**src/shared/esf_pkg.sv**
```systemverilog
package esf_pkg;
    localparam logic [7:0] SUMMARY_OFFSET = 8'h00;
    localparam int WT_BIT = 3;
    localparam int ORIENT_BIT = 2;
    localparam int ASLP_BIT = 1;
    localparam logic [7:0] SUMMARY_RESET = 8'h00;
    localparam logic FLAG_RESET = 1'b0;
    localparam int LIMIT_W_DOC = 16;
    localparam int SET_W_DOC = 4;
    localparam int HALF_W = 8;

    typedef enum logic {
        ESF_WAKE,
        ESF_SLEEP
    } esf_mode_t;
endpackage
```
**src/shared/esf_inact_if.sv**
```systemverilog
`timescale 1ns/1ns
interface esf_inact_if #(
    parameter int LIMIT_W = 16
);
    logic tick;
    logic restart;
    logic armed;
    logic [LIMIT_W-1:0] limit;
    logic expire;

    modport ctl (
        output tick,
        output restart,
        output armed,
        output limit,
        input expire
    );
    modport cnt (
        input tick,
        input restart,
        input armed,
        input limit,
        output expire
    );
endinterface

```
**src/rtl/esf_event_status.sv**
```systemverilog
`timescale 1ns/1ns
// Behaviour
// [RULE1] Summary bit 3 always shows the within-limits event flag of detector source two.
// [RULE2] With latching enabled, bit 3 clears only when detector source two is read.
// [RULE3] With latching off, bit 3 drops by itself once the within-limits condition ends.
// [RULE4] Bit 2 sets when a fresh orientation is flagged with a real change, else stays 0.
// [RULE5] Reading the orientation state register clears bit 2.
// [RULE6] Bit 1 sets on any WAKE/SLEEP transition in either direction.
// [RULE7] The system mode register shows the direction of the latest transition.
// [RULE8] Idle data periods are counted and reaching the 16-bit limit sends WAKE to SLEEP.
// [RULE9] Entering SLEEP applies the dormant power, rate or decimation and idle settings; the code applies dormant idle only with flexible_mode set.
// [RULE10] Any configured event during SLEEP returns to WAKE with the active settings.
// [RULE11] Reading the system mode register clears bit 1.
// [RULE12] Auto wake/sleep and its flag work only with limit at least 1 and enable set.
// [RULE13] The idle count restarts on any event in WAKE and on every return to WAKE.
module esf_event_status #(
    parameter int LIMIT_W = esf_pkg::LIMIT_W_DOC,
    parameter int SET_W = esf_pkg::SET_W_DOC
) (
    input wire logic clk_sys,
    input wire logic rst,
    input wire logic within_limits_condition,
    input wire logic within_limits_latch_enable,
    input wire logic read_detector_source_two,
    input wire logic fresh_orientation_bit,
    input wire logic orientation_changed,
    input wire logic read_orientation_state,
    input wire logic read_system_mode,
    input wire logic odr_tick,
    input wire logic configured_event,
    input wire logic [esf_pkg::HALF_W-1:0] inactivity_limit_low,
    input wire logic [esf_pkg::HALF_W-1:0] inactivity_limit_high,
    input wire logic auto_dormant_irq_enable,
    input wire logic flexible_mode,
    input wire logic [SET_W-1:0] dormant_power_setting,
    input wire logic [SET_W-1:0] active_power_setting,
    input wire logic [SET_W-1:0] dormant_odr,
    input wire logic [SET_W-1:0] active_odr,
    input wire logic [SET_W-1:0] dormant_decimation,
    input wire logic [SET_W-1:0] active_decimation,
    input wire logic [SET_W-1:0] dormant_idle,
    input wire logic [SET_W-1:0] active_idle,
    output logic [7:0] interrupt_event_summary,
    output logic within_limits_event_active,
    output logic system_mode_sleep_r,
    output logic [SET_W-1:0] applied_power_r,
    output logic [SET_W-1:0] applied_odr_r,
    output logic [SET_W-1:0] applied_decimation_r,
    output logic [SET_W-1:0] applied_idle_r
);
    esf_pkg::esf_mode_t mode_r;
    esf_pkg::esf_mode_t mode_nxt;
    logic wt_r;
    logic orient_r;
    logic aslp_r;
    logic armed;
    logic go_sleep;
    logic go_wake;
    logic trans;
    logic sleep_nxt;

    esf_inact_if #(.LIMIT_W(LIMIT_W)) inact ();

    initial
    begin
        if (LIMIT_W != 2 * esf_pkg::HALF_W || SET_W < 1)
        begin
            $error("unsupported parameter values");
        end
    end

    // [RULE12] Arm only when enabled
    assign armed = auto_dormant_irq_enable
        && ({inactivity_limit_high, inactivity_limit_low} != '0);

    assign inact.tick = odr_tick;
    assign inact.armed = armed;
    assign inact.limit = {inactivity_limit_high, inactivity_limit_low};
    // [RULE13] Restart on event
    assign inact.restart = configured_event || (mode_r == esf_pkg::ESF_SLEEP);

    esf_inact_counter #(.LIMIT_W(LIMIT_W)) u_counter (
        .clk_sys(clk_sys),
        .rst(rst),
        .link(inact.cnt)
    );

    // Activity in the expiry cycle wins, so a fresh event never sends us to sleep
    assign go_sleep = (mode_r == esf_pkg::ESF_WAKE) && armed && inact.expire
        && !configured_event;
    assign go_wake = (mode_r == esf_pkg::ESF_SLEEP) && armed && configured_event;
    assign trans = go_sleep || go_wake;

    // [RULE8] Inactivity sends to sleep
    // [RULE10] Event returns to wake
    always_comb
    begin
        mode_nxt = mode_r;
        unique case (mode_r)
            esf_pkg::ESF_WAKE:
            begin
                if (go_sleep)
                begin
                    mode_nxt = esf_pkg::ESF_SLEEP;
                end
            end
            esf_pkg::ESF_SLEEP:
            begin
                // Disarming drops back to wake quietly, without a flag
                if (go_wake || !armed)
                begin
                    mode_nxt = esf_pkg::ESF_WAKE;
                end
            end
        endcase
    end

    assign sleep_nxt = (mode_nxt == esf_pkg::ESF_SLEEP);

    always_ff @(posedge clk_sys or posedge rst)
    begin
        if (rst)
        begin
            mode_r <= esf_pkg::ESF_WAKE;
        end
        else
        begin
            mode_r <= mode_nxt;
        end
    end

    // [RULE7] Transition direction
    always_ff @(posedge clk_sys or posedge rst)
    begin
        if (rst)
        begin
            system_mode_sleep_r <= esf_pkg::FLAG_RESET;
        end
        else
        begin
            system_mode_sleep_r <= sleep_nxt;
        end
    end

    // [RULE9] Dormant settings apply
    // [RULE10] Active settings apply
    always_ff @(posedge clk_sys or posedge rst)
    begin
        if (rst)
        begin
            applied_power_r <= '0;
            applied_odr_r <= '0;
            applied_decimation_r <= '0;
            applied_idle_r <= '0;
        end
        else
        begin
            applied_power_r <= sleep_nxt ? dormant_power_setting : active_power_setting;
            applied_odr_r <= (sleep_nxt && !flexible_mode) ? dormant_odr : active_odr;
            applied_decimation_r <= (sleep_nxt && flexible_mode) ? dormant_decimation
                : active_decimation;
            applied_idle_r <= (sleep_nxt && flexible_mode) ? dormant_idle : active_idle;
        end
    end

    // [RULE2] Latched clear on read
    // [RULE3] Unlatched follows condition
    always_ff @(posedge clk_sys or posedge rst)
    begin
        if (rst)
        begin
            wt_r <= esf_pkg::FLAG_RESET;
        end
        else if (!within_limits_latch_enable)
        begin
            wt_r <= within_limits_condition;
        end
        else if (within_limits_condition)
        begin
            wt_r <= 1'b1;
        end
        else if (read_detector_source_two)
        begin
            wt_r <= 1'b0;
        end
    end

    // [RULE4] Orientation change sets
    // [RULE5] Read clears, set wins
    always_ff @(posedge clk_sys or posedge rst)
    begin
        if (rst)
        begin
            orient_r <= esf_pkg::FLAG_RESET;
        end
        else if (fresh_orientation_bit && orientation_changed)
        begin
            orient_r <= 1'b1;
        end
        else if (read_orientation_state)
        begin
            orient_r <= 1'b0;
        end
    end

    // [RULE6] Transition sets flag
    // [RULE11] Mode read clears
    always_ff @(posedge clk_sys or posedge rst)
    begin
        if (rst)
        begin
            aslp_r <= esf_pkg::FLAG_RESET;
        end
        else if (trans)
        begin
            aslp_r <= 1'b1;
        end
        else if (read_system_mode || !armed)
        begin
            aslp_r <= 1'b0;
        end
    end

    // [RULE1] Summary mirrors flags
    always_comb
    begin
        interrupt_event_summary = esf_pkg::SUMMARY_RESET;
        interrupt_event_summary[esf_pkg::WT_BIT] = wt_r;
        interrupt_event_summary[esf_pkg::ORIENT_BIT] = orient_r;
        interrupt_event_summary[esf_pkg::ASLP_BIT] = aslp_r;
    end
    assign within_limits_event_active = wt_r;

    AST_WT_MIRROR: assert property (@(posedge clk_sys) disable iff (rst) // [RULE1]
        within_limits_condition
        |=> interrupt_event_summary[esf_pkg::WT_BIT] && within_limits_event_active)
        else $error("bit 3 or source flag not set by event");
    AST_WT_LATCH_HOLD: assert property (@(posedge clk_sys) disable iff (rst) // [RULE2]
        within_limits_latch_enable && wt_r && !read_detector_source_two |=> wt_r)
        else $error("latched flag lost without read");
    AST_WT_LATCH_CLEAR: assert property (@(posedge clk_sys) disable iff (rst) // [RULE2]
        within_limits_latch_enable && read_detector_source_two && !within_limits_condition
        |=> !interrupt_event_summary[esf_pkg::WT_BIT])
        else $error("latched flag not cleared by read");
    AST_WT_FOLLOW: assert property (@(posedge clk_sys) disable iff (rst) // [RULE3]
        !within_limits_latch_enable |=> wt_r == $past(within_limits_condition))
        else $error("unlatched flag not following condition");
    AST_ORIENT_SET: assert property (@(posedge clk_sys) disable iff (rst) // [RULE4]
        fresh_orientation_bit && orientation_changed
        |=> interrupt_event_summary[esf_pkg::ORIENT_BIT])
        else $error("orientation flag not set");
    AST_ORIENT_CLEAR: assert property (@(posedge clk_sys) disable iff (rst) // [RULE5]
        read_orientation_state && !(fresh_orientation_bit && orientation_changed)
        |=> !orient_r)
        else $error("orientation flag not cleared");
    AST_ASLP_SET: assert property (@(posedge clk_sys) disable iff (rst) // [RULE6]
        trans |=> aslp_r && (system_mode_sleep_r != $past(system_mode_sleep_r)))
        else $error("transition flag or mode wrong");
    AST_DIRECTION: assert property (@(posedge clk_sys) disable iff (rst) // [RULE7]
        go_sleep |=> system_mode_sleep_r)
        else $error("sleep direction not shown");
    AST_DORMANT_RATE: assert property (@(posedge clk_sys) disable iff (rst) // [RULE9]
        system_mode_sleep_r && !$past(flexible_mode) |-> applied_odr_r == $past(dormant_odr))
        else $error("dormant rate not applied");
    AST_WAKE_ON_EVENT: assert property (@(posedge clk_sys) disable iff (rst) // [RULE10]
        system_mode_sleep_r && armed && configured_event
        |=> !system_mode_sleep_r && applied_power_r == $past(active_power_setting))
        else $error("no return to wake");
    AST_ASLP_CLEAR: assert property (@(posedge clk_sys) disable iff (rst) // [RULE11]
        read_system_mode && !trans |=> !aslp_r)
        else $error("transition flag not cleared");
    AST_DISARMED: assert property (@(posedge clk_sys) disable iff (rst) // [RULE12]
        !armed |=> !system_mode_sleep_r && !aslp_r)
        else $error("auto sleep active while disarmed");

    COV_SLEEP: cover property (@(posedge clk_sys) disable iff (rst) go_sleep);
    COV_WAKE: cover property (@(posedge clk_sys) disable iff (rst) go_wake);
    COV_WT_LATCHED_READ: cover property (@(posedge clk_sys) disable iff (rst)
        wt_r && within_limits_latch_enable ##1 read_detector_source_two);
    COV_ORIENT: cover property (@(posedge clk_sys) disable iff (rst)
        orient_r ##1 read_orientation_state);
endmodule

```
**src/rtl/esf_inact_counter.sv**
```systemverilog
`timescale 1ns/1ns
module esf_inact_counter #(
    parameter int LIMIT_W = 16
) (
    input wire logic clk_sys,
    input wire logic rst,
    esf_inact_if.cnt link
);
    logic [LIMIT_W-1:0] count_r;
    logic expire_r;
    logic at_limit;

    initial
    begin
        if (LIMIT_W < 2 || LIMIT_W > 32)
        begin
            $error("LIMIT_W out of range");
        end
    end

    assign at_limit = (count_r == link.limit - LIMIT_W'(1));
    assign link.expire = expire_r;

    // [RULE8] Count idle data periods
    // [RULE13] Restart on activity
    always_ff @(posedge clk_sys or posedge rst)
    begin
        if (rst)
        begin
            count_r <= '0;
        end
        else if (link.restart || !link.armed)
        begin
            count_r <= '0;
        end
        else if (link.tick)
        begin
            count_r <= at_limit ? '0 : count_r + LIMIT_W'(1);
        end
    end

    // [RULE8] Expiry pulse at limit
    always_ff @(posedge clk_sys or posedge rst)
    begin
        if (rst)
        begin
            expire_r <= 1'b0;
        end
        else
        begin
            expire_r <= link.tick && link.armed && !link.restart && at_limit;
        end
    end

    AST_EXPIRE_AT_LIMIT: assert property (@(posedge clk_sys) disable iff (rst)
        link.tick && link.armed && !link.restart && at_limit |=> expire_r) // [RULE8]
        else $error("inactivity expiry missed");
    AST_RESTART_CLEARS: assert property (@(posedge clk_sys) disable iff (rst)
        link.restart |=> count_r == '0) // [RULE13]
        else $error("counter not restarted");
endmodule

```
**config.mk**
```make
export PLATFORM = sky130hd
export DESIGN_NAME = esf_event_status
export DESIGN_NICKNAME = d
export VERILOG_FILES = /design/src/shared/esf_pkg.sv /design/src/shared/esf_inact_if.sv /design/src/rtl/esf_event_status.sv /design/src/rtl/esf_inact_counter.sv
export SDC_FILE = /design/constraint.sdc
export NUM_CORES = 1
export LEC_CHECK = 0
export BUFFER_PORTS_ARGS = -buffer_cell sky130_fd_sc_hd__clkbuf_2
export CAP_MARGIN = 0
export CORE_AREA = 4 4 63 88
export DETAILED_ROUTE_END_ITERATION = 10
export DIE_AREA = 0 0 67 92
export MAX_ROUTING_LAYER = met4
export PLACE_DENSITY = 0.79
export SETUP_SLACK_MARGIN = 0.4
export SYNTH_ARGS = -nofsm -noshare
export SYNTH_HDL_FRONTEND = slang
export SYNTH_SLANG_ARGS = --single-unit
```
**constraint.sdc**
```tcl
create_clock -name clk_sys -period 2.2 [get_ports clk_sys]
set_input_delay 0.44 -clock clk_sys [delete_from_list [all_inputs] [get_ports clk_sys]]
set_output_delay 0.44 -clock clk_sys [all_outputs]
set_load 0.02 [all_outputs]
```
; Word level (Yosys, flattened, before mapping)
; Cells that the tools add are included.
[op_classes]
n_addsub = 2
n_mul = 0
n_div = 0
magnitude_cmp = 0
n_eq_ne = 2
shifts = 0
muxes = 17
bitwise = 1
reduce_logical = 25
[ops]
columns = cell, n
row1 = $mux 16, 3
row2 = $add 16x1->16 const B, 1
row3 = $eq 16x16->1, 1
row4 = $mux 4, 4
row5 = $reduce_bool 16->1, 1
row6 = $sub 16x1->16 const B, 1
row7 = $logic_and 1x1->1, 12
row8 = $mux 1, 9
row9 = $reduce_bool 2->1, 3
row10 = $logic_or 1x1->1, 5
row11 = $logic_not 1->1, 4
row12 = $ne 3x2->1 const B, 1
row13 = $pmux 1 s2, 1
row14 = $not 1->1, 1
[totals]
register_bits = 37
latchBits = 0
mem_bits_rw = 0
romBits = 0
inputBits = 61
output_inout_bits = 26
word_cells = 57
mem_count = 0

; Depth between registers and ports, before layout
[depth]
depth_word = 9
ltp_mapped = 10
ltp_nobuf = 9

; Modules after synthesis
; Synthesis repeated with hierarchy kept, for this count alone.
[unflattened]
hier_cells = 244
hier_area_um2 = 2391.0
[by_module_without_submodules]
columns = mod, n_inst, cells_each, area_each_um2, seq_area_each_um2
row1 = esf_inact_counter, 1, 175, 1462.7, 425.4
row2 = esf_event_status, 1, 69, 928.4, 500.5

; Worst setup path after synthesis
; No wires, ideal clock.
[synth_timing]
path_kind = input port to flip-flop
start = input inactivity_limit_low[3] (netlist bit)
end = register u_counter.count_r[13]
setup_ps = 119
arrival_time_ps = 2510
t_required_ps = 2081
setup_slack_ps = -429
cell_stages = 9
n_path_buf = 2
path_cell_list = or4_1 > buf_2 > nor3_1 > mux2_2 > o21ai_0 > nand4_4 > o21bai_4 > buf_8 > nor2_2
[synth_between]
elab_chain_cells = 5
word_cells_on_any_way = 10
classes_between = add/sub (1) / eq/ne (1) / mux (3) / reduce/logical (5)
[synth_rtl]
columns = item, line
row1 = from (decl), esf_event_status.sv:31  ; input wire logic [esf_pkg::HALF_W-1:0] inactivity_limit_low,
row2 = $sub 16x1->16 or $reduce_bool 16->1 (tied branches), "esf_inact_counter.sv:21, esf_event_status.sv:74"
row3 = $eq 16x16->1 or $logic_and 1x1->1 (tied branches), "esf_inact_counter.sv:21, esf_event_status.sv:74"
row4 = $mux 16 or $logic_not 1->1 (tied branches), "esf_inact_counter.sv:38, esf_inact_counter.sv:32"
row5 = $mux 16 or $logic_or 1x1->1 (tied branches), "esf_inact_counter.sv:36, esf_inact_counter.sv:32"
row6 = $mux 16 or $reduce_bool 2->1 (tied branches), --
row7 = to (signal assigned), esf_inact_counter.sv:38  ; count_r <= at_limit ? '0 : count_r + LIMIT_W'(1);
row8 = to (decl), esf_inact_counter.sv:9  ; logic [LIMIT_W-1:0] count_r;
; Parallel ways exist; a longest one is shown, timed or not. The select of a mux whose other input is x is not followed.
; A chain may end at the register's enable or synchronous reset.

; Worst setup path after layout
[layout_timing]
start = input inactivity_limit_low[3] (netlist bit)
end = register u_counter.count_r[14]
; Same word-level chain as after synthesis.

==> reports/metrics.csv <==
stage,metric,value,unit
synth,synth_seq_area_share,0.410,
floorplanning,fp.dieArea,0.00616,mm²
drt,viasPerCell,5.14,
critical_path,r2r_end,u_counter.count_r[14],
cells_and_area,fin_util,0.686,
synth,ys_types,46,
synth,synth.area.mux_share,0.0649,
critical_path,reg2regPathDepth,8,
sta,hold_viol,0,
drt,drt_wl_total,5960,µm
cells_and_area,fillers,377,
critical_path,cpLargestDelayFamily,simple AND/OR/NAND/NOR gates,
drt,firstDrtPassIters,4,
critical_path,crit_slowest_cell,or4_4,
critical_path,arrival,2.44,ns
global_route,first_global_vias,2310,
run_status,status,"complete, but fails checks",
critical_path,cp_max_fo,11,
job,drv_cap,0,
sta,post-route-period-util,1.03,
sta,rsz0062_at_grt,true,
clocking,clk_pin_slew,0.07,ns
pwr,ir_worst_vdd,385,µV
clocking,cts_buffers,5,
floorplanning,die_h,92,µm
synth,ys_warn_count,0,
synth,yosys_register_bits,37,
drt,wl_per_cell,14.5,µm
global_route,grt_max_degree,38,
drt,drt-initial-drc-count,52,
drt,vias,2112,
drt,drc_errors,0,
clocking,cts_sinks,37,
clocking,cts_buffer_depth,2,
critical_path,cp-end-kind,flip-flop,
global_route,gr-total-overflow,0,
critical_path,worstSetupStartpointType,primary input,
synth,ys_async_sr_fraction,1.00,
sta,drv_slew,0,
placed_design,port_buffers,81,
cells_and_area,multi_input_area,0.00141,mm²
critical_path,r2r_setup_slack,0.11,ns
floorplanning,die_x,67,µm
critical_path,path_buf_inv,2,
sta,setup_slack,-0.0565,ns
clocking,cts_max_level,2,
hold_path,min_path_type,in2async,
critical_path,required,2.38,ns
global_route,gr-usage-all-layers,0.215,
cells_and_area,layout_commonest_cell,clkbuf_2,
cells_and_area,seq_area,926,µm²
global_route,grt_pass1_wl,9920,µm
floorplanning,rows,30,
floorplanning,initial_core_util,0.473,
synth,synth-adder-area-share,0.0111,
synth,synth-xor-area-share,0.109,
synth,synth_compound_area_frac,0.0898,
cells_and_area,syn_to_final_growth,45.0,%
sta,clock_skew,0.00552,ns
cells_and_area,nets,410,
critical_path,cp_slowest_stage_delay,0.58,ns
global_route,antenna_found_initial,0,
placed_design,place_congestion,0.798,
sta,fin_crit,2.26,ns
clocking,holdBufCountCts,0,
synth,postSynthAreaPerCell,9.56,µm²
pwr,p_leak,1.53,nW
floorplanning,coreArea,0.00477,mm²
synth,synthesis.area,0.00226,mm²
drt,ant_nets,0,
pwr,powerDensity,453,mW/mm²
clocking,insertion_delay,0.29,ns
floorplanning,pin_count,87,
critical_path,r2r-start,u_counter.count_r[14],
synth,synth-simple-area-share,0.262,
synth,synth_top_family_by_area,simple AND/OR/NAND/NOR gates,
clocking,cts_tree,built,
synth,synth_ff_type,dfrtp_1,
synth,synth_edf_count,0,
sta,max_freq,443,MHz
cells_and_area,drive_gt1_frac,0.496,
cells_and_area,antenna_cells,0,
critical_path,path_cells,"buf_6, or4_4, or3_4, and3_4, nor4_4, nand4_4, o21bai_4, buf_12, nor2_1",
clocking,root_buffer,clkbuf_8,
cells_and_area,fin_area,0.00327,mm²
critical_path,crit_type,in2reg,
placed_design,dp.final_hpwl,4540,µm
run_status,violations,setup timing,
cells_and_area,layout_common_cells,"80 x clkbuf_2, 37 x dfrtp_1, 25 x nand2_1",
synth,postSynthCellCount,236,
placed_design,placedInstanceArea,0.00302,mm²
sta,setup_violations,16,
==> timing repair <==
action	CTS	global route
hold endpoints to repair	0	0
setup endpoints to repair	33	33
gates cloned	0	0
buffers inserted	5	1
pin swaps	4	7
resized for setup	19	14
==> cells in the mapped netlist, drive strengths merged, types with 6 or more instances <==
cell type | count | share of area
dfrtp | 37 | 0.41
nand2 | 31 | 0.052
nor2 | 21 | 0.046
xor2 | 16 | 0.062
mux2 | 13 | 0.065
xnor2 | 12 | 0.047
nand4 | 11 | 0.037
buf | 10 | 0.035
a21oi | 7 | 0.016
nor3 | 7 | 0.016
and3 | 6 | 0.019
o21ai | 6 | 0.013
==> routing by layer <==
| metal | share of wire | track usage | vias up |
|---|---|---|---|
| met1 | 0.39 | 0.233 | 977 |
| met3 | 0.073 | 0.0502 | 12 |
| li1 | - | - | 1035 |
| met4 | 0.026 | 0.0846 | 0 |
| met5 | 0 | - | - |
| met2 | 0.52 | 0.371 | 88 |
==> sequential cells by signal, indices dropped and copies added, names as in the netlist <==
register and cells:
applied_odr_r 4, applied_power_r 4, applied_idle_r 4, u_counter.count_r 16
applied_decimation_r 4, orient_r 1, within_limits_event_active 1, system_mode_sleep_r 1
u_counter.link.expire 1, aslp_r 1
==> area by class of cell <==
class                      count  share of cell area
sequential                    37               0.283
clock buffer                   7              0.0264
timing repair buffer         113               0.219
tap                           64              0.0245
inverter                       7              0.0157
multi-input combinational    183               0.432
==> stage by stage <==
stage | power, mW | setup TNS, ns | setup slack [ns] | cells | hold WS, ns
floorplan | 0.863 | -3.58 | -0.282 | 240 | 0.501
global placement | 0.995 | -6.52 | -0.334 | 398 | 0.522
detailed placement | 1.00 | -7.35 | -0.351 | 398 | 0.530
CTS | 1.49 | -0.417 | -0.0447 | 410 | 0.230
global route | 1.55 | -1.29 | -0.103 | 411 | 0.285
finish | 1.48 | -0.585 | -0.0565 | 411 | 0.218
==> worst max-delay path by stage <==
stage | from | cells after the start | slack (ns) | to
5_1_grt | inactivity_limit_low[3] | 9 | -0.10 | u_counter.count_r[14]
3_5_place_dp | inactivity_limit_low[3] | 9 | -0.35 | u_counter.count_r[10]
6_report | inactivity_limit_low[3] | 9 | -0.06 | u_counter.count_r[14]
4_1_cts | inactivity_limit_low[3] | 9 | -0.04 | u_counter.count_r[14]
2_1_floorplan | inactivity_limit_low[3] | 9 | -0.28 | u_counter.count_r[13]
3_3_place_gp | inactivity_limit_low[3] | 9 | -0.33 | u_counter.count_r[6]
==> cells by family after synthesis <==
family | after synthesis
AOI/OAI and AO/OA | 29
buffers and inverters | 20
and+or+nand+nor | 106
DFF | 37
muxes | 13
adders and majority gates | 2
xor gates and xnor gates | 28
other | 1
==> power breakdown <==
part	switching (mW)	internal (mW)	leakage (nW)	total, mW
Sequential	0.00825	0.699	0.475	0.707
Clock	0.224	0.248	0.0443	0.473
Combinational	0.161	0.143	1.01	0.304
==> worst min-delay path: stages <==
cell	delay, ns
clkbuf_2	0.08
inv_1	0.04
buf_4	0.38
Note: power is estimated with default switching activity, not from simulation.
